$ cat config.mk
export PLATFORM = sky130hd
export DESIGN_NAME = bcs_top
export DESIGN_NICKNAME = d
export VERILOG_FILES = /design/src/inc/bcs_pkg.sv /design/src/inc/bcs_ser_if.sv /design/src/rtl/bcs_top.sv /design/src/rtl/bcs_ser_tx.sv
export SDC_FILE = /design/constraint.sdc
export NUM_CORES = 1
export LEC_CHECK = 0
export BUFFER_PORTS_ARGS = -buffer_cell sky130_fd_sc_hd__buf_2
export CORE_UTILIZATION = 57
export CTS_CLUSTER_SIZE = 30
export DETAILED_ROUTE_END_ITERATION = 10
export PLACE_DENSITY = 0.81
export SETUP_SLACK_MARGIN = 0.05
export SLEW_MARGIN = 20
export SYNTH_ARGS = -nofsm -noshare
export SYNTH_HDL_FRONTEND = slang
export SYNTH_SLANG_ARGS = --single-unit
$ cat constraint.sdc
create_clock -name i_clk -period 4 [get_ports i_clk]
set_input_delay 0.4 -clock i_clk [delete_from_list [all_inputs] [get_ports i_clk]]
set_output_delay 0.4 -clock i_clk [all_outputs]
set_load 0.005 [all_outputs]
$ cat src/inc/bcs_pkg.sv
// Constants, state codes and the power-up defaults for board control
// and serial steering. Assumes one system clock and the host framing.
// Overview of operation
// - Hold the control logic in reset until the delayed power-good input is high.
// - When power-good rises, start the power-up initialization sequence.
// - Derive pixel timing by dividing the system clock, never above half of it.
// - Unconnected remote control inputs read as zero.
// - Default mode works with no remote control inputs supplied at all.
// - Decode serial streams so each timing device can be reconfigured alone.
// - Run on stored defaults if the host never uses the serial path.
// - Initialization loads defaults into the timing generator and both front ends.
// - The first three serial bits are the target-select field, MSB first.
// - The exposure-window output is high exactly during integration; the code has it follow the integrate input three clocks late.
// - Select 000 is this device, 001 front end 1, 010 front end 2, 011 timing generator, 1xx reserved.
// - After decoding, drop that target's load strobe and pass bits through unchecked.
package bcs_pkg;

	// Target-select codes
	localparam logic [2:0] SEL_SELF = 3'h0;
	localparam logic [2:0] SEL_AFE1 = 3'h1;
	localparam logic [2:0] SEL_AFE2 = 3'h2;
	localparam logic [2:0] SEL_TG = 3'h3;

	// Clock and derived timing
	localparam int CLK_MHZ = 10;
	localparam int PIX_DIV = 2; // Divide ratio, two is the fastest legal
	localparam int PIX_HALF = PIX_DIV / 2;
	localparam int SER_HALF_NS = 200;
	localparam int SER_HALF_CYC = (SER_HALF_NS * CLK_MHZ + 999) / 1000;
	localparam int POWER_DELAY_MS = 400; // Made by the external RC network

	// Frame layout of a default write: direction, address, data
	localparam int WORD_W = 32;
	localparam int LEN_W = 6;
	localparam int ADDR_W = 4;
	localparam logic [LEN_W-1:0] TG_FRAME_LEN = 6'h15; // 1 + 4 + 16
	localparam logic [LEN_W-1:0] AFE_FRAME_LEN = 6'h11; // 1 + 4 + 12

	// Default table, one entry per register write
	localparam logic [2:0] INIT_N = 3'h4;
	localparam logic [2:0] INIT_SEL [4] = '{SEL_TG, SEL_TG, SEL_AFE1, SEL_AFE2};
	localparam logic [ADDR_W-1:0] INIT_ADDR [4] = '{4'h1, 4'h2, 4'h0, 4'h0};
	localparam logic [15:0] INIT_DATA [4] = '{16'h0001, 16'h0000, 16'h0000,
		16'h0000};
	localparam logic [LEN_W-1:0] INIT_LEN [4] = '{TG_FRAME_LEN, TG_FRAME_LEN,
		AFE_FRAME_LEN, AFE_FRAME_LEN};

	// Reset values
	localparam logic [2:0] STROBES_IDLE = 3'h7;
	localparam logic [15:0] SELF_CFG_RST = 16'h0000;

	typedef enum logic [3:0] {
		ST_HOLD = 4'h1,
		ST_INIT = 4'h2,
		ST_IDLE = 4'h4,
		ST_PASS = 4'h8
	} bcs_state_e;

	typedef enum logic [2:0] {
		TX_IDLE = 3'h1,
		TX_LOW = 3'h2,
		TX_HIGH = 3'h4
	} bcs_tx_e;

	// Active-low strobes {afe2, afe1, tg}; self and reserved drive none
	function automatic logic [2:0] strobe_of(input logic [2:0] sel);
		logic [2:0] s;
		s = STROBES_IDLE;
		if (sel == SEL_TG)
			s[0] = 1'b0;
		else if (sel == SEL_AFE1)
			s[1] = 1'b0;
		else if (sel == SEL_AFE2)
			s[2] = 1'b0;
		return s;
	endfunction

endpackage

$ cat src/inc/bcs_ser_if.sv
// Request and pin signals between the init sequencer and the serializer.
// Assumes both ends share one clock.
`timescale 1ns/10ps
interface bcs_ser_if;
	logic start;
	logic [2:0] sel;
	logic [5:0] len;
	logic [31:0] word;
	logic busy;
	logic done;
	logic [2:0] load_n;
	logic sclk;
	logic serial_bit_line;
	modport tx (input start, sel, len, word,
		output busy, done, load_n, sclk, serial_bit_line);
	modport ctl (output start, sel, len, word,
		input busy, done, load_n, sclk, serial_bit_line);
endinterface

$ cat src/rtl/bcs_top.sv
// Board control: reset hold, default loading, pixel divider, remote
// inputs and steering of the host three-wire stream to one target.
// Assumes a 10 MHz clock and a host serial clock well below clk/4.
`timescale 1ns/10ps
module bcs_top (
	input wire logic i_clk,
	input wire logic i_rst,
	input wire logic i_pwr_good_dly,
	input wire logic [15:0] i_remote_control_inputs,
	input wire logic i_serial_bit_clock,
	input wire logic i_serial_bit_line,
	input wire logic i_host_load_strobe_n,
	input wire logic i_integrate,
	output logic o_pixel_clk,
	output logic [15:0] o_remote_control_mode,
	output logic o_tg_target_load_strobe_n,
	output logic o_afe1_target_load_strobe_n,
	output logic o_afe2_target_load_strobe_n,
	output logic o_dev_serial_bit_clock,
	output logic o_dev_serial_bit_line,
	output logic [15:0] o_self_config,
	output logic o_init_done,
	output logic o_tg_reset_n,
	output logic o_exposure_window
);
	bcs_ser_if ser ();
	bcs_pkg::bcs_state_e state_r;

	// Pin synchronisers; stage one feeds stage two only
	logic [20:0] pin_s1, pin_s2;
	logic sclk_s3;
	logic pg_s, sclk_s, sdat_s, hl_n_s, integ_s, h_rise;
	logic [15:0] rc_s;

	always_ff @(posedge i_clk or posedge i_rst) begin
		if (i_rst) begin
			pin_s1 <= 21'h0;
			pin_s2 <= 21'h0;
		end else begin
			pin_s1 <= {i_pwr_good_dly, i_serial_bit_clock, i_serial_bit_line,
				i_host_load_strobe_n, i_integrate, i_remote_control_inputs};
			pin_s2 <= pin_s1;
		end
	end

	assign pg_s = pin_s2[20];
	assign sclk_s = pin_s2[19];
	assign sdat_s = pin_s2[18];
	assign hl_n_s = pin_s2[17];
	assign integ_s = pin_s2[16];
	assign rc_s = pin_s2[15:0];

	// Edge detect on the settled copy only
	always_ff @(posedge i_clk or posedge i_rst) begin
		if (i_rst)
			sclk_s3 <= 1'b0;
		else
			sclk_s3 <= sclk_s;
	end

	assign h_rise = sclk_s & ~sclk_s3;

	// Init sequencer bookkeeping
	logic [2:0] idx_r;
	logic wait_r, start_r, init_fin;
	logic [1:0] bitcnt_r;
	logic [2:0] sel_r;
	logic tx_rst_r;

	assign init_fin = (state_r == bcs_pkg::ST_INIT) && !wait_r &&
		(idx_r == bcs_pkg::INIT_N);

	// Main state: power-good low always wins, e.g. the reset button
	always_ff @(posedge i_clk or posedge i_rst) begin
		if (i_rst) begin
			state_r <= bcs_pkg::ST_HOLD;
		end else if (!pg_s) begin
			state_r <= bcs_pkg::ST_HOLD;
		end else begin
			unique case (state_r)
				bcs_pkg::ST_HOLD:
					state_r <= bcs_pkg::ST_INIT;
				bcs_pkg::ST_INIT:
					if (init_fin)
						state_r <= bcs_pkg::ST_IDLE;
				bcs_pkg::ST_IDLE:
					if (!hl_n_s && h_rise && bitcnt_r == 2'h2)
						state_r <= bcs_pkg::ST_PASS;
				bcs_pkg::ST_PASS:
					if (hl_n_s)
						state_r <= bcs_pkg::ST_IDLE;
			endcase
		end
	end

	// Default writes issued one after another through the serializer
	always_ff @(posedge i_clk or posedge i_rst) begin
		if (i_rst) begin
			idx_r <= 3'h0;
			wait_r <= 1'b0;
			start_r <= 1'b0;
		end else begin
			start_r <= 1'b0;
			if (state_r != bcs_pkg::ST_INIT) begin
				idx_r <= 3'h0;
				wait_r <= 1'b0;
			end else if (wait_r) begin
				if (ser.done) begin
					wait_r <= 1'b0;
					idx_r <= idx_r + 3'h1;
				end
			end else if (idx_r != bcs_pkg::INIT_N && !ser.busy) begin
				start_r <= 1'b1;
				wait_r <= 1'b1;
			end
		end
	end

	// Frame word: direction low, address, data, all LSB first
	assign ser.start = start_r;
	assign ser.sel = bcs_pkg::INIT_SEL[idx_r[1:0]];
	assign ser.len = bcs_pkg::INIT_LEN[idx_r[1:0]];
	assign ser.word = {11'h0, bcs_pkg::INIT_DATA[idx_r[1:0]],
		bcs_pkg::INIT_ADDR[idx_r[1:0]], 1'b0};

	// Serializer held in reset through hold, so a write cut by the
	// reset button never runs on into the next default sequence
	always_ff @(posedge i_clk or posedge i_rst) begin
		if (i_rst)
			tx_rst_r <= 1'b1;
		else
			tx_rst_r <= (state_r == bcs_pkg::ST_HOLD);
	end

	bcs_ser_tx bcs_ser_tx_inst (
		.i_clk(i_clk),
		.i_rst(tx_rst_r),
		.s(ser)
	);

	// Select field collection, MSB first
	always_ff @(posedge i_clk or posedge i_rst) begin
		if (i_rst) begin
			bitcnt_r <= 2'h0;
			sel_r <= 3'h0;
		end else if (state_r == bcs_pkg::ST_IDLE) begin
			if (hl_n_s)
				bitcnt_r <= 2'h0;
			else if (h_rise) begin
				sel_r <= {sel_r[1:0], sdat_s};
				bitcnt_r <= (bitcnt_r == 2'h2) ? 2'h0 : bitcnt_r + 2'h1;
			end
		end
	end

	// Stream aimed at this device lands in a local word
	logic [15:0] self_sh_r;

	always_ff @(posedge i_clk or posedge i_rst) begin
		if (i_rst) begin
			self_sh_r <= bcs_pkg::SELF_CFG_RST;
			o_self_config <= bcs_pkg::SELF_CFG_RST;
		end else if (state_r == bcs_pkg::ST_PASS &&
				sel_r == bcs_pkg::SEL_SELF) begin
			if (hl_n_s)
				o_self_config <= self_sh_r;
			else if (h_rise)
				self_sh_r <= {sdat_s, self_sh_r[15:1]};
		end
	end

	// Steering: no checks on the bits, only the target is chosen
	always_ff @(posedge i_clk or posedge i_rst) begin
		if (i_rst) begin
			{o_afe2_target_load_strobe_n, o_afe1_target_load_strobe_n,
				o_tg_target_load_strobe_n} <= bcs_pkg::STROBES_IDLE;
			o_dev_serial_bit_clock <= 1'b0;
			o_dev_serial_bit_line <= 1'b0;
		end else if (state_r == bcs_pkg::ST_INIT) begin
			{o_afe2_target_load_strobe_n, o_afe1_target_load_strobe_n,
				o_tg_target_load_strobe_n} <= ser.load_n;
			o_dev_serial_bit_clock <= ser.sclk;
			o_dev_serial_bit_line <= ser.serial_bit_line;
		end else if (state_r == bcs_pkg::ST_PASS && !hl_n_s) begin
			{o_afe2_target_load_strobe_n, o_afe1_target_load_strobe_n,
				o_tg_target_load_strobe_n} <= bcs_pkg::strobe_of(sel_r);
			// High only from a fresh rise: the third select pulse is
			// still high on entry and must not reach the target
			o_dev_serial_bit_clock <= h_rise |
				(sclk_s & o_dev_serial_bit_clock);
			o_dev_serial_bit_line <= sdat_s;
		end else begin
			{o_afe2_target_load_strobe_n, o_afe1_target_load_strobe_n,
				o_tg_target_load_strobe_n} <= bcs_pkg::STROBES_IDLE;
			o_dev_serial_bit_clock <= 1'b0;
			o_dev_serial_bit_line <= 1'b0;
		end
	end

	// Pixel divider stops in hold so the imager sees no stray edges
	logic [7:0] pix_cnt_r;

	always_ff @(posedge i_clk or posedge i_rst) begin
		if (i_rst) begin
			pix_cnt_r <= 8'h0;
			o_pixel_clk <= 1'b0;
		end else if (state_r == bcs_pkg::ST_HOLD) begin
			pix_cnt_r <= 8'h0;
			o_pixel_clk <= 1'b0;
		end else if (pix_cnt_r == 8'(bcs_pkg::PIX_HALF - 1)) begin
			pix_cnt_r <= 8'h0;
			o_pixel_clk <= ~o_pixel_clk;
		end else begin
			pix_cnt_r <= pix_cnt_r + 8'h1;
		end
	end

	// Plain outputs; remote lines rely on board pull-downs
	always_ff @(posedge i_clk or posedge i_rst) begin
		if (i_rst) begin
			o_remote_control_mode <= 16'h0000;
			o_exposure_window <= 1'b0;
			o_init_done <= 1'b0;
			o_tg_reset_n <= 1'b0;
		end else begin
			o_remote_control_mode <= pg_s ? rc_s : 16'h0000;
			o_exposure_window <= integ_s;
			o_init_done <= (state_r == bcs_pkg::ST_IDLE) ||
				(state_r == bcs_pkg::ST_PASS);
			o_tg_reset_n <= (state_r != bcs_pkg::ST_HOLD);
		end
	end

	a_hold_no_strobe: assert property (@(posedge i_clk) disable iff (i_rst)
		(!pg_s) |=> ##1 (o_tg_target_load_strobe_n &&
		o_afe1_target_load_strobe_n && o_afe2_target_load_strobe_n &&
		!o_tg_reset_n))
		else $error("strobe or reset active while power-good low");

	a_init_starts: assert property (@(posedge i_clk) disable iff (i_rst)
		(state_r == bcs_pkg::ST_HOLD && pg_s) |=> ##1 start_r)
		else $error("init did not start after power-good");

	a_pixel_half: assert property (@(posedge i_clk) disable iff (i_rst)
		(state_r != bcs_pkg::ST_HOLD && $past(state_r) != bcs_pkg::ST_HOLD &&
		$rose(o_pixel_clk)) |=> !o_pixel_clk)
		else $error("pixel clock above half the system clock");

	a_remote_follow: assert property (@(posedge i_clk) disable iff (i_rst)
		(pg_s && rc_s == 16'h0000) |=> (o_remote_control_mode == 16'h0000))
		else $error("remote mode not zero with idle lines");

	a_init_completes: assert property (@(posedge i_clk) disable iff (i_rst)
		($rose(state_r == bcs_pkg::ST_INIT)) |->
		##[1:600] (state_r != bcs_pkg::ST_INIT))
		else $error("default loading did not finish");

	a_select_msb: assert property (@(posedge i_clk) disable iff (i_rst)
		(state_r == bcs_pkg::ST_IDLE && pg_s && !hl_n_s && h_rise &&
		bitcnt_r == 2'h2) |=> (state_r == bcs_pkg::ST_PASS &&
		sel_r == {$past(sel_r[1:0]), $past(sdat_s)}))
		else $error("select field not taken MSB first");

	a_exposure_track: assert property (@(posedge i_clk) disable iff (i_rst)
		##1 (o_exposure_window == $past(integ_s)))
		else $error("exposure window not tracking integration");

	a_route_target: assert property (@(posedge i_clk) disable iff (i_rst)
		(state_r == bcs_pkg::ST_PASS && pg_s && !hl_n_s) |=>
		({o_afe2_target_load_strobe_n, o_afe1_target_load_strobe_n,
		o_tg_target_load_strobe_n} == bcs_pkg::strobe_of($past(sel_r))))
		else $error("wrong target strobe during pass-through");

	a_pass_data: assert property (@(posedge i_clk) disable iff (i_rst)
		(state_r == bcs_pkg::ST_PASS && pg_s && !hl_n_s) |=>
		(o_dev_serial_bit_line == $past(sdat_s) &&
		(!o_dev_serial_bit_clock || $past(sclk_s)) &&
		(!$past(h_rise) || o_dev_serial_bit_clock)))
		else $error("stream not passed through");

	a_pass_no_stray: assert property (@(posedge i_clk) disable iff (i_rst)
		$rose(state_r == bcs_pkg::ST_PASS) |=> !o_dev_serial_bit_clock)
		else $error("select clock pulse leaked to target");

	a_frame_release: assert property (@(posedge i_clk) disable iff (i_rst)
		(state_r == bcs_pkg::ST_PASS && hl_n_s) |=>
		(o_tg_target_load_strobe_n && o_afe1_target_load_strobe_n &&
		o_afe2_target_load_strobe_n) ##1 (state_r != bcs_pkg::ST_PASS))
		else $error("strobes not released at frame end");

endmodule // bcs_top

$ cat src/rtl/bcs_ser_tx.sv
// Three-wire serializer for default writes, LSB of word first.
// Assumes start only while not busy; one clock, async reset.
`timescale 1ns/10ps
module bcs_ser_tx (
	input wire logic i_clk,
	input wire logic i_rst,
	bcs_ser_if.tx s
);
	bcs_pkg::bcs_tx_e st_r;
	logic [31:0] sh_r;
	logic [5:0] left_r;
	logic [3:0] cnt_r;
	logic half_end;

	assign half_end = (cnt_r == 4'(bcs_pkg::SER_HALF_CYC - 1));

	// Bit engine: data set while clock low, target samples on the rise
	always_ff @(posedge i_clk or posedge i_rst) begin
		if (i_rst) begin
			st_r <= bcs_pkg::TX_IDLE;
			sh_r <= 32'h0;
			left_r <= 6'h0;
			cnt_r <= 4'h0;
			s.load_n <= bcs_pkg::STROBES_IDLE;
			s.sclk <= 1'b0;
			s.serial_bit_line <= 1'b0;
			s.done <= 1'b0;
		end else begin
			s.done <= 1'b0;
			unique case (st_r)
				bcs_pkg::TX_IDLE: begin
					if (s.start) begin
						sh_r <= s.word;
						left_r <= s.len;
						cnt_r <= 4'h0;
						s.load_n <= bcs_pkg::strobe_of(s.sel);
						st_r <= bcs_pkg::TX_LOW;
					end
				end
				bcs_pkg::TX_LOW: begin
					s.sclk <= 1'b0;
					s.serial_bit_line <= sh_r[0];
					cnt_r <= half_end ? 4'h0 : cnt_r + 4'h1;
					if (half_end)
						st_r <= bcs_pkg::TX_HIGH;
				end
				bcs_pkg::TX_HIGH: begin
					s.sclk <= 1'b1;
					cnt_r <= half_end ? 4'h0 : cnt_r + 4'h1;
					if (half_end) begin
						sh_r <= {1'b0, sh_r[31:1]};
						left_r <= left_r - 6'h1;
						if (left_r == 6'h1) begin
							s.load_n <= bcs_pkg::STROBES_IDLE;
							s.done <= 1'b1;
							st_r <= bcs_pkg::TX_IDLE;
						end else begin
							st_r <= bcs_pkg::TX_LOW;
						end
					end
				end
			endcase
		end
	end

	assign s.busy = (st_r != bcs_pkg::TX_IDLE);

	a_tx_clock_framed: assert property (@(posedge i_clk) disable iff (i_rst)
		$rose(s.sclk) |-> (s.load_n != bcs_pkg::STROBES_IDLE))
		else $error("serial clock rose with no strobe low");

endmodule // bcs_ser_tx

After elaboration in Yosys (flattened, before gate mapping) --
Cells that the tools add are included.
Storage, ports and cells: flip-flop bits (word level) 174, latch bits 0, RAM bits 0, ROM bits 0, bits of input ports 23, word-level logic and storage cells 177, memories 0
Operators by class: add/sub/neg operators 5, multiply operators 0, div/mod/pow operators 0, order comparisons 1, eq/ne operators 28, shift operators 0, muxes and demuxes 76, bitwise gates (word level) 7, reduce and logical (&&, ||, !) cells 29
Operators with widths (count):
- 32-bit two-way mux | 2
- 32-bit case mux with 2 select lines | 1
- 16-bit two-way mux | 3
- 3-bit two-way mux | 11
- 16-bit binary-select mux with 2-bit select | 1
- 4-bit two-way mux | 8
- 1-bit two-way mux | 29
- 6-bit two-way mux | 4
- 8-bit two-way mux | 2
- 4-bit case mux with 4 select lines | 1
- 3-bit by 2-bit equality test with 1-bit output (second input constant) | 5
- 3-bit AND reduction | 5
- 6-bit binary-select mux with 2-bit select | 1
- 2-bit two-way mux | 6
- 3-bit inequality test (second input constant) | 4
- 6-bit case mux with 2 select lines | 1
- 2-bit nonzero test | 6
- 3-bit by 1-bit equality test with 1-bit output (second input constant) | 3
- 3-bit case mux with 3 select lines | 1
- 8-bit by 1-bit adder with 8-bit output (second input constant) | 1
- 4-bit binary-select mux with 2-bit select | 1
- 4-bit by 1-bit equality test with 1-bit output (second input constant) | 2
- 8-bit zero test | 1
- 4-bit case mux with 2 select lines | 1
- 30 further kinds | 46

Depth between registers and ports, before layout --
Gate-level depths: netlist of run 1.
word-level depth 10, mapped depth 6, mapped depth without buffers 5

Modules after synthesis --
Synthesis of run 1 repeated with hierarchy kept, for this count alone.
Unflattened totals: cells, all modules 532, area, all modules 6827.8 µm²
By module, submodules not included:
- bcs_top | times used 1, cells each 283, area each 4272.8 µm², sequential area each 3084.2 µm²
- bcs_ser_tx | times used 1, cells each 249, area each 2555.0 µm², sequential area each 1281.2 µm²

Worst setup path after synthesis of run 1 --
OpenSTA, ideal clock, no wires.
path type register -> register, start point register bcs_ser_tx_inst.cnt_r[1], end point register bcs_ser_tx_inst.st_r[1], data arrival time 1.643 ns, data required time 3.877 ns, slack 2.234 ns, cell stages (with the launch flop) 6, buffers on the path 0, cells stage by stage dfrtp_1 -> inv_1 -> ha_1 -> or3b_2 -> or3_1 -> o221a_2
On the way: word-level cells in the longest chain between the ends 3, elaborated cells on any way between the ends 4, those cells by class eq/ne: 3; reduce/logical: 1
Ends and longest elaborated chain:
- start: declaration | RTL line bcs_ser_tx.sv:12 | logic [3:0] cnt_r;
- start signal: assignment | RTL line bcs_ser_tx.sv:43 | cnt_r <= half_end ? 4'h0 : cnt_r + 4'h1;
- start signal: assignment | RTL line bcs_ser_tx.sv:49 | cnt_r <= half_end ? 4'h0 : cnt_r + 4'h1;
- 4-bit by 1-bit equality test with 1-bit output * | RTL line bcs_ser_tx.sv:15 | assign half_end = (cnt_r == 4'(bcs_pkg::SER_HALF_CYC - 1));
- 2-bit by 1-bit inequality test with 1-bit output (no line)
- 3-bit AND reduction (no line) *
- end signal: assignment | RTL line bcs_ser_tx.sv:20 | st_r <= bcs_pkg::TX_IDLE;
- end signal: assignment | RTL line bcs_ser_tx.sv:37 | st_r <= bcs_pkg::TX_LOW;
- end signal: assignment | RTL line bcs_ser_tx.sv:45 | st_r <= bcs_pkg::TX_HIGH;
- end: declaration | RTL line bcs_ser_tx.sv:9 | bcs_pkg::bcs_tx_e st_r;
Every way passes the cells marked *; elsewhere a longest branch is shown, timed or not. A chain may end at the register's enable or synchronous reset.

Final worst setup path of run 1 --
start point register bcs_ser_tx_inst.cnt_r[1], end point register bcs_ser_tx_inst.left_r[3]
On the way: word-level cells in the longest chain between the ends 3
Ends and longest elaborated chain:
- 4-bit by 1-bit equality test with 1-bit output | RTL line bcs_ser_tx.sv:15
- 2-bit by 1-bit inequality test with 1-bit output (no line)
- 3-bit AND reduction (no line)
- end signal: assignment | RTL line bcs_ser_tx.sv:34 | left_r <= s.len;
- end signal: assignment | RTL line bcs_ser_tx.sv:52 | left_r <= left_r - 6'h1;
- end: declaration | RTL line bcs_ser_tx.sv:11 | logic [5:0] left_r;
Every way passes these cells.

==> impl_metrics.env, run 1 <==
export IMPL_run_status="finished clean"
export IMPL_gr_usage_all_layers_pct=23.4
export IMPL_path_buf_inv=1
export IMPL_cpPeakStageDelay_ps=710
export IMPL_cp_data_arrival_time_ps=2500
export IMPL_synth_top_area_cell="dfrtp_1"
export IMPL_ys_warn_count=0
export IMPL_period_minus_slack_ps=2090
export IMPL_synthAdderAreaFrac_pct=2.69
export IMPL_cts_buffers=17
export IMPL_critical_path_top_delay_family="simple AND/OR/NAND/NOR gates"
export IMPL_hp_class="in2async"
export IMPL_seq_area_um2=3710
export IMPL_cts_root_buf="clkbuf_8"
export IMPL_relSlewSlack_pct=35.7
export IMPL_cap_violations=0
export IMPL_grt_pass1_wl_mm=17.5
export IMPL_ant_nets=0
export IMPL_antenna_found_initial=0
export IMPL_cp_slowest_cell="nor3b_1"
export IMPL_core_um2=9370
export IMPL_cts_tree="yes"
export IMPL_ys_flop_type="dfrtp_1"
export IMPL_place_gp_congestion=0.797
export IMPL_synth_nets=444
export IMPL_vias=3538
export IMPL_synth_edf_count=0
export IMPL_drc=0
export IMPL_synth_top_family_by_area="simple AND/OR/NAND/NOR gates"
export IMPL_insertion_delay_ps=520
export IMPL_crit_path_max_fanout=7
export IMPL_synth_simple_area_share_pct=12.6
export IMPL_syn_inst=409
export IMPL_cts_sinks=148
export IMPL_slew_viol_final=0
export IMPL_first_global_vias=3554
export IMPL_setup_viol_count_final=0
export IMPL_fin_nets=539
export IMPL_viasPerCell=5.48
export IMPL_synth_cell_type_count=55
export IMPL_grt_max_degree=88
export IMPL_initial_core_util_pct=59.5
export IMPL_rows=35
export IMPL_tightest_slew_ps=963
export IMPL_worstPathRequired_ps=4410
export IMPL_first_pass_iters=6
export IMPL_drive_gt1_share_pct=29.2
export IMPL_fillCellCount=615
export IMPL_synth_compound_area_share_pct=7.49
export IMPL_clkTransAtPathRegs_ps=70
export IMPL_yosys_top_cells_area="dfrtp_1 (62%), mux2_2 (7.3%), dfstp_2 (4.2%)"
export IMPL_post_drt_wl_per_cell_um=16.6
export IMPL_drt_iter0_drc=133
export IMPL_p_leak_uw=0.00334
export IMPL_design_area_um2=6870
export IMPL_yosys_area_share_xor_xnor_pct=1.10
export IMPL_place_area_um2=6030
export IMPL_final_cell_mix="dfrtp_1 (139), buf_2 (63), mux2_2 (36)"
export IMPL_clk_path_buf_depth=2
export IMPL_avgSynthCellArea_um2=13.6
export IMPL_overflow=0
export IMPL_power_density_nw_per_um2=482
export IMPL_fmax_mhz=478
export IMPL_crit_path_cell_trace="inv_1 -> ha_1 -> nor3b_1 -> a21oi_1 -> a211o_1"
export IMPL_async_reset_ff_share_pct=100
export IMPL_critPathLaunchType="flop"
export IMPL_finalCritPeriodShare_pct=52.3
export IMPL_finalWirelength_mm=10.8
export IMPL_hpwl_mm=6.45
export IMPL_cp_end_kind="flop"
export IMPL_final_common_cell="dfrtp_1"
export IMPL_synth_top_area_share_pct=62.4
export IMPL_ys_ff_latch=148
export IMPL_crit_type="reg2reg"
export IMPL_dieHeight_um=101
export IMPL_die_width_um=101
export IMPL_die_area_um2=10200
export IMPL_netlist_area_um2=5580
export IMPL_peakVddDrop_mv=0.367
export IMPL_setup_tns_final_ps=0
export IMPL_portBuffers=63
export IMPL_ys_seq_area_share_pct=66.6
export IMPL_finClkSkew_ps=7.90
export IMPL_syn_to_final_growth_pct=23.1
export IMPL_synthMuxAreaShare_pct=7.27
export IMPL_multiInputGateArea_um2=1740
export IMPL_rsz0062_at_grt="no"
export IMPL_cts_max_level=4
export IMPL_num_antenna_cells=0
export IMPL_ioPinCount=64
export IMPL_hold_viol=0
## report_power, final
group	leakage (uW)	switching, uW	internal (uW)
combinational	0.00116	47.9	38.6
sequential	0.00188	16.5	1530
clock	0.000305	631	1040
total	0.00334	696	2610
## per-stage QoR
step           cells  setup slack, ps  utilization, %  hold slack, ps  total power, uW
3_3_place_gp     593             2050            64.3             331             1640
2_1_floorplan    409              337               -             331             1610
5_1_grt          646             1760            73.3            92.9             3400
6_report         646             1910            73.3            35.7             3310
4_1_cts          646             1930            73.3             166             3330
3_5_place_dp     593             1970            64.3             335             1650
## logic make-up after synthesis
logic type | Yosys count
AOI/OAI and AO/OA | 60
xor gates and xnor gates | 7
adders and majority gates | 12
buffers and inverters | 31
DFF | 148
muxes | 36
and+or+nand+nor | 115
## synth_stat cells, types with 4 or more instances
| library cell | n |
|---|---|
| dfrtp_1 | 139 |
| mux2_2 | 36 |
| inv_1 | 21 |
| and2_1 | 17 |
| nand2_1 | 17 |
| a21oi_1 | 13 |
| nor2_1 | 13 |
| o21ai_0 | 13 |
| ha_1 | 12 |
| nand3_1 | 12 |
| nor3_1 | 10 |
| dfstp_2 | 9 |
| or3_1 | 8 |
| buf_2 | 6 |
| nor2b_1 | 5 |
| clkbuf_1 | 4 |
| nand2b_1 | 4 |
| nand4_1 | 4 |
| nor4b_1 | 4 |
| xor2_1 | 4 |
## flip-flops by register name, summed over array words and instances, names as in the netlist, 4 cells and up
signal / cells
bcs_ser_tx_inst.left_r: 6
pix_cnt_r: 8
self_sh_r: 16
state_r: 4
bcs_ser_tx_inst.cnt_r: 4
o_self_config: 16
pin_s1: 21
bcs_ser_tx_inst.sh_r: 6
pin_s2: 21
o_remote_control_mode: 16
## final timing paths
path                                               start                        end  slack (ps)  depth (start not counted)
worst max-delay path            bcs_ser_tx_inst.cnt_r[1]  bcs_ser_tx_inst.left_r[3]        1910                          5
worst min-delay path                               i_rst   o_remote_control_mode[9]          40                          2
worst max register to register  bcs_ser_tx_inst.cnt_r[1]  bcs_ser_tx_inst.left_r[3]        1910                          5
worst min register to register                 pin_s1[9]                  pin_s2[9]         350                          0
max in group asynchronous                       tx_rst_r    bcs_ser_tx_inst.sh_r[2]        2940                          1
min in group i_clk                             pin_s1[9]                  pin_s2[9]         350                          0
## area by class of cell
cell class,count,share of cell area [%]
Sequential cell,148,54.1
Clock buffer,19,6.29
Inverter,21,1.22
Multi-Input combinational cell,230,25.3
Tap cell,129,2.35
Timing Repair Buffer,86,7.87
Clock inverter,13,2.86
## metal layers
layer  global-route usage [%]  up-vias  part of all wire (%)
li1                         -     1646                     -
met2                     38.9       79                    52
met5                        0        -                     0
met4                     8.58        0                   1.5
met1                     29.3     1797                    43
met3                     6.66       16                   3.7
## timing repair
| action | in CTS | in global routing |
|---|---|---|
| setup endpoints to repair | 0 | 0 |
| hold endpoints to repair | 21 | 0 |
| setup buffers | 0 | 0 |
| hold buffers | 21 | 0 |
| resized for setup | 0 | 0 |
(Power assumes the default switching activity.)
==> run 2, diff against run 1 <==
==> constraint.sdc (replaced) <==
create_clock -name i_clk -period 2 [get_ports i_clk]
set_input_delay 0.2 -clock i_clk [delete_from_list [all_inputs] [get_ports i_clk]]
set_output_delay 0.2 -clock i_clk [all_outputs]
set_load 0.005 [all_outputs]
==> impl_metrics.env, run 2 (synthesized netlist as in run 1, its figures left out) <==
export IMPL_run_status="finished clean"
export IMPL_relSlewSlack_pct=62.3
export IMPL_finalWirelength_mm=11.2
export IMPL_fmax_mhz=549
export IMPL_rsz0062_at_grt="no"
export IMPL_worstPathRequired_ps=2420
export IMPL_grt_max_degree=74
export IMPL_cp_end_kind="flop"
export IMPL_cts_sinks=148
export IMPL_final_cell_mix="dfrtp_1 (139), buf_2 (63), mux2_2 (36)"
export IMPL_seq_area_um2=3710
export IMPL_setup_tns_final_ps=0
export IMPL_period_minus_slack_ps=1820
export IMPL_antenna_found_initial=0
export IMPL_first_pass_iters=5
export IMPL_reg_top3="pin_s1 x21, pin_s2 x21"
export IMPL_clk_path_buf_depth=2
export IMPL_die_width_um=101
export IMPL_drt_iter0_drc=158
export IMPL_finClkSkew_ps=14.5
export IMPL_grt_pass1_wl_mm=18.5
export IMPL_place_gp_congestion=0.796
export IMPL_portBuffers=63
export IMPL_vias=3587
export IMPL_peakVddDrop_mv=1.13
export IMPL_ioPinCount=64
export IMPL_drc=0
export IMPL_tightest_slew_ps=564
export IMPL_place_area_um2=6150
export IMPL_first_global_vias=3785
export IMPL_dp_cells=607
export IMPL_core_um2=9370
export IMPL_insertion_delay_ps=530
export IMPL_clkTransAtPathRegs_ps=60
export IMPL_setup_viol_count_final=0
export IMPL_dieHeight_um=101
export IMPL_cts_tree="yes"
export IMPL_cp_data_arrival_time_ps=2240
export IMPL_ant_nets=0
export IMPL_gr_usage_all_layers_pct=24.8
export IMPL_hp_class="in2async"
export IMPL_overflow=0
export IMPL_cts_buffers=17
export IMPL_drive_gt1_share_pct=31.1
export IMPL_hpwl_mm=6.66
export IMPL_power_density_nw_per_um2=975
export IMPL_rows=35
export IMPL_gr_usage_met3_pct=6.93
export IMPL_slew_viol_final=0
export IMPL_multiInputGateArea_um2=1750
export IMPL_post_cts_buffers=0
export IMPL_die_area_um2=10200
export IMPL_num_antenna_cells=0
export IMPL_grtUsageMet1_pct=29.9
export IMPL_syn_to_final_growth_pct=26.1
export IMPL_fillCellCount=583
export IMPL_hold_viol=0
export IMPL_use_met2_pct=41.9
export IMPL_initial_core_util_pct=59.5
export IMPL_post_drt_wl_per_cell_um=16.9
export IMPL_crit_path_max_fanout=8
export IMPL_grt_busiest_layer="met2"
export IMPL_design_area_um2=7030
export IMPL_fin_nets=554
export IMPL_finalCritPeriodShare_pct=91.1
export IMPL_cts_max_level=4
export IMPL_p_leak_uw=0.00343
export IMPL_crit_type="reg2reg"
export IMPL_final_common_cell="dfrtp_1"
export IMPL_critPathLaunchType="flop"
export IMPL_p_total_uw=6860
export IMPL_cts_root_buf="clkbuf_8"
export IMPL_fin_cells=660
export IMPL_viasPerCell=5.43
export IMPL_cap_violations=0
## run 2: cell types whose count changed in the layout (fill, tap and decap cells not counted), sizes merged
cell         delta
buf            +14
clkinv          -3
clkinvlp        +1
clkbuf          -1
bufinv          +2
dlygate4sd3     +1
## run 2: routing by layer
| metal | wire, um | vias to the layer above |
|---|---|---|
| met5 | 0 | - |
| met1 | 4500 | 1798 |
| met4 | 203 | 0 |
| met3 | 573 | 20 |
| li1 | - | 1666 |
| met2 | 5890 | 103 |
## run 2: critical path, stage by stage (launching register included)
cell,delay [ps]
dfrtp_1,390
inv_1,80
ha_1,160
or3b_4,430
or3_1,360
o221a_2,280
## run 2: layout make-up
class	count	area share (%)
repair buffers	101	9.50
multi-input cells	230	24.8
flip-flops and latches	148	52.8
well taps	129	2.29
clock inverters	13	3.45
clock buffers	18	5.94
inverters	21	1.17
## run 2: through the flow
| stage | setup WS (ps) | hold WS, ps | util, % |
|---|---|---|---|
| 2_1_floorplan | 234 | 231 | - |
| 3_3_place_gp | 81.2 | 270 | 65.6 |
| 3_5_place_dp | -15.6 | 288 | 65.6 |
| 4_1_cts | 54.4 | 280 | 75.0 |
| 5_1_grt | 108 | 291 | 75.1 |
| 6_report | 178 | 279 | 75.1 |
## run 2: power breakdown
part	switching (uW)	internal (uW)
registers	34.2	3070
clock network	1270	2300
logic	97.9	85.8
total	1400	5450
## run 2: worst paths after layout
kind                                            startpoint                       to  slack [ps]  cells after the start
worst min register to register                    tx_rst_r  bcs_ser_tx_inst.sh_r[2]         290                      2
worst min-delay path                                 i_rst                pin_s2[8]         280                      3
min in group i_clk              i_remote_control_inputs[9]                pin_s1[9]         310                      2
worst max register to register    bcs_ser_tx_inst.cnt_r[1]  bcs_ser_tx_inst.st_r[1]         180                      5
worst max-delay path              bcs_ser_tx_inst.cnt_r[1]  bcs_ser_tx_inst.st_r[1]         180                      5
max in group asynchronous                            i_rst                 tx_rst_r         940                      4
## run 2: what timing repair did
action                                  in CTS  in global routing
hold endpoints to repair                    42                  0
hold buffers                                22                  0
gates resized for setup                      1                  2
endpoints found under the setup margin       5                  7
==> run 3, diff against run 2 <==
--- a/config.mk
+++ b/config.mk
@@ -9,6 +9,7 @@
 export CORE_UTILIZATION = 57
 export CTS_CLUSTER_SIZE = 30
 export DETAILED_ROUTE_END_ITERATION = 10
+export GPL_TIMING_DRIVEN = 0
 export PLACE_DENSITY = 0.81
 export SETUP_SLACK_MARGIN = 0.05
 export SLEW_MARGIN = 20
==> impl_metrics.env, run 3 (synthesized netlist as in run 1, its figures left out) <==
export IMPL_multiInputGateArea_um2=1770
export IMPL_tightest_slew_ps=950
export IMPL_setup_viol_count_final=0
export IMPL_initial_core_util_pct=59.5
export IMPL_rows=35
export IMPL_antenna_found_initial=0
export IMPL_cts_root_buf="clkbuf_8"
export IMPL_syn_to_final_growth_pct=24.1
export IMPL_grt_pass1_wl_mm=18.1
export IMPL_hpwl_mm=6.56
export IMPL_clk_path_buf_depth=2
export IMPL_cap_violations=0
export IMPL_grt_max_degree=35
export IMPL_p_comb_share_pct=3.1
export IMPL_p_clk_share_pct=46.8
export IMPL_cp_end_kind="flop"
export IMPL_cp_data_arrival_time_ps=2320
export IMPL_first_pass_iters=4
export IMPL_num_antenna_cells=0
export IMPL_power_density_nw_per_um2=893
export IMPL_ioPinCount=64
export IMPL_finalWirelength_mm=11.1
export IMPL_cpPeakStageDelay_ps=530
export IMPL_cp_slowest_cell="or3b_2"
export IMPL_cts_tree="yes"
export IMPL_min_path_cells=2
export IMPL_crit_path_cell_trace="inv_1 -> ha_1 -> or3b_2 -> or3_1 -> o221a_2"
export IMPL_viasPerCell=5.45
export IMPL_final_cell_mix="dfrtp_1 (139), buf_2 (70), mux2_2 (36)"
export IMPL_crit_type="reg2reg"
export IMPL_seq_area_um2=3710
export IMPL_worstPathRequired_ps=2410
export IMPL_ant_nets=0
export IMPL_period_minus_slack_ps=1910
export IMPL_portBuffers=63
export IMPL_finalCritPeriodShare_pct=95.4
export IMPL_p_leak_uw=0.00336
export IMPL_r2r_slack_ps=90
export IMPL_seqPwrFrac_pct=50.1
export IMPL_drt_iter0_drc=137
export IMPL_p_total_uw=6180
export IMPL_crit_path_max_fanout=5
export IMPL_drc=0
export IMPL_first_global_vias=3684
export IMPL_clkTransAtPathRegs_ps=70
export IMPL_critPathLaunchType="flop"
export IMPL_cts_sinks=148
export IMPL_finClkSkew_ps=12.6
export IMPL_cts_buffers=17
export IMPL_post_drt_wl_per_cell_um=16.8
export IMPL_min_from="i_remote_control_inputs[4]"
export IMPL_insertion_delay_ps=540
export IMPL_slew_viol_final=0
export IMPL_die_width_um=101
export IMPL_rsz0062_at_grt="yes"
export IMPL_die_area_um2=10200
export IMPL_swShare_pct=23.7
export IMPL_place_gp_congestion=0.798
export IMPL_hold_viol=0
export IMPL_fin_nets=553
export IMPL_reg_top3="pin_s1 x21, pin_s2 x21"
export IMPL_setup_tns_final_ps=0
export IMPL_timing_rr_start="bcs_ser_tx_inst.cnt_r[1]"
export IMPL_fillCellCount=582
export IMPL_drive_gt1_share_pct=31.3
export IMPL_peakVddDrop_mv=0.837
export IMPL_relSlewSlack_pct=36.6
export IMPL_overflow=0
export IMPL_run_status="finished clean"
export IMPL_gr_usage_all_layers_pct=24.2
export IMPL_p_int_uw=4720
export IMPL_worstHoldEndpoint="pin_s1[4]"
export IMPL_core_um2=9370
export IMPL_fin_cells=660
export IMPL_dieHeight_um=101
export IMPL_p_sw_uw=1460
export IMPL_dp_cells=604
export IMPL_vias=3600
export IMPL_fmax_mhz=524
export IMPL_reg2regPathDepth=5
export IMPL_hp_class="in2reg"
export IMPL_reg2reg_to="bcs_ser_tx_inst.st_r[1]"
export IMPL_cts_max_level=4
export IMPL_final_common_cell="dfrtp_1"
==> run 3: layout make-up <==
cell class	count	area share (%)
multi-input cells	230	25.6
flip-flops and latches	148	53.7
clock inverters	14	1.75
plain buffers	10	0.669
inverters	21	1.19
repair buffers	90	8.82
clock buffers	18	6.04
well taps	129	2.33
==> run 3: power groups by stage <==
| stage | clock network (uW) | logic, uW | registers, uW |
|---|---|---|---|
| 6_report | 2890 | 192 | 3100 |
| 5_1_grt | 3080 | 217 | 3100 |
| 3_3_place_gp | 0 | 137 | 3150 |
| 3_5_place_dp | 0 | 159 | 3150 |
| 2_1_floorplan | 0 | 73.1 | 3150 |
| 4_1_cts | 2930 | 193 | 3100 |
==> run 3: what timing repair did <==
action / 4_1_cts / 5_1_grt
hold buffers: 22 / 0
resized for setup: 3 / 5
buffers inserted: 0 / 2
endpoints found under the setup margin: 19 / 40
hold endpoints to repair: 50 / 0
==> run 3: per-layer routing <==
| layer | share of wire, % | track usage [%] | vias up | wire, um |
|---|---|---|---|---|
| li1 | - | - | 1666 | - |
| met1 | 41 | 30.1 | 1835 | 4570 |
| met2 | 53 | 39.9 | 80 | 5920 |
| met3 | 4.2 | 7.70 | 19 | 470 |
| met4 | 1.3 | 9.03 | 0 | 144 |
| met5 | 0 | 0 | - | 0 |
==> run 3: stage by stage <==
step           worst slack [ps]  hold slack (ps)  util (%)  area, um2
4_1_cts                   -17.5              286      73.5       6890
6_report                   92.5              296      73.9       6920
3_5_place_dp               -203              309      65.3       6120
3_3_place_gp               -327              307      64.6       6060
5_1_grt                    32.0              280      73.9       6920
2_1_floorplan               234              231         -       5580
==> run 3: worst max path at each step <==
stage,slack (ps),endpoint,start,depth (start not counted)
2_1_floorplan,230,bcs_ser_tx_inst.st_r[1],bcs_ser_tx_inst.cnt_r[1],5
3_3_place_gp,-330,o_remote_control_mode[1],i_rst,2
3_5_place_dp,-200,bcs_ser_tx_inst.left_r[3],bcs_ser_tx_inst.cnt_r[1],5
4_1_cts,-20,pix_cnt_r[2],state_r[0],3
5_1_grt,30,bcs_ser_tx_inst.st_r[0],bcs_ser_tx_inst.st_r[0],4
6_report,90,bcs_ser_tx_inst.st_r[1],bcs_ser_tx_inst.cnt_r[1],5
==> run 3: critical path, delay by kind of cell, from the launching register on <==
kind | cells | cell delay [ps]
simple gates | 2 | 890
flops | 1 | 390
compound gates | 1 | 270
fa+ha+maj | 1 | 160
buf+inv | 1 | 80
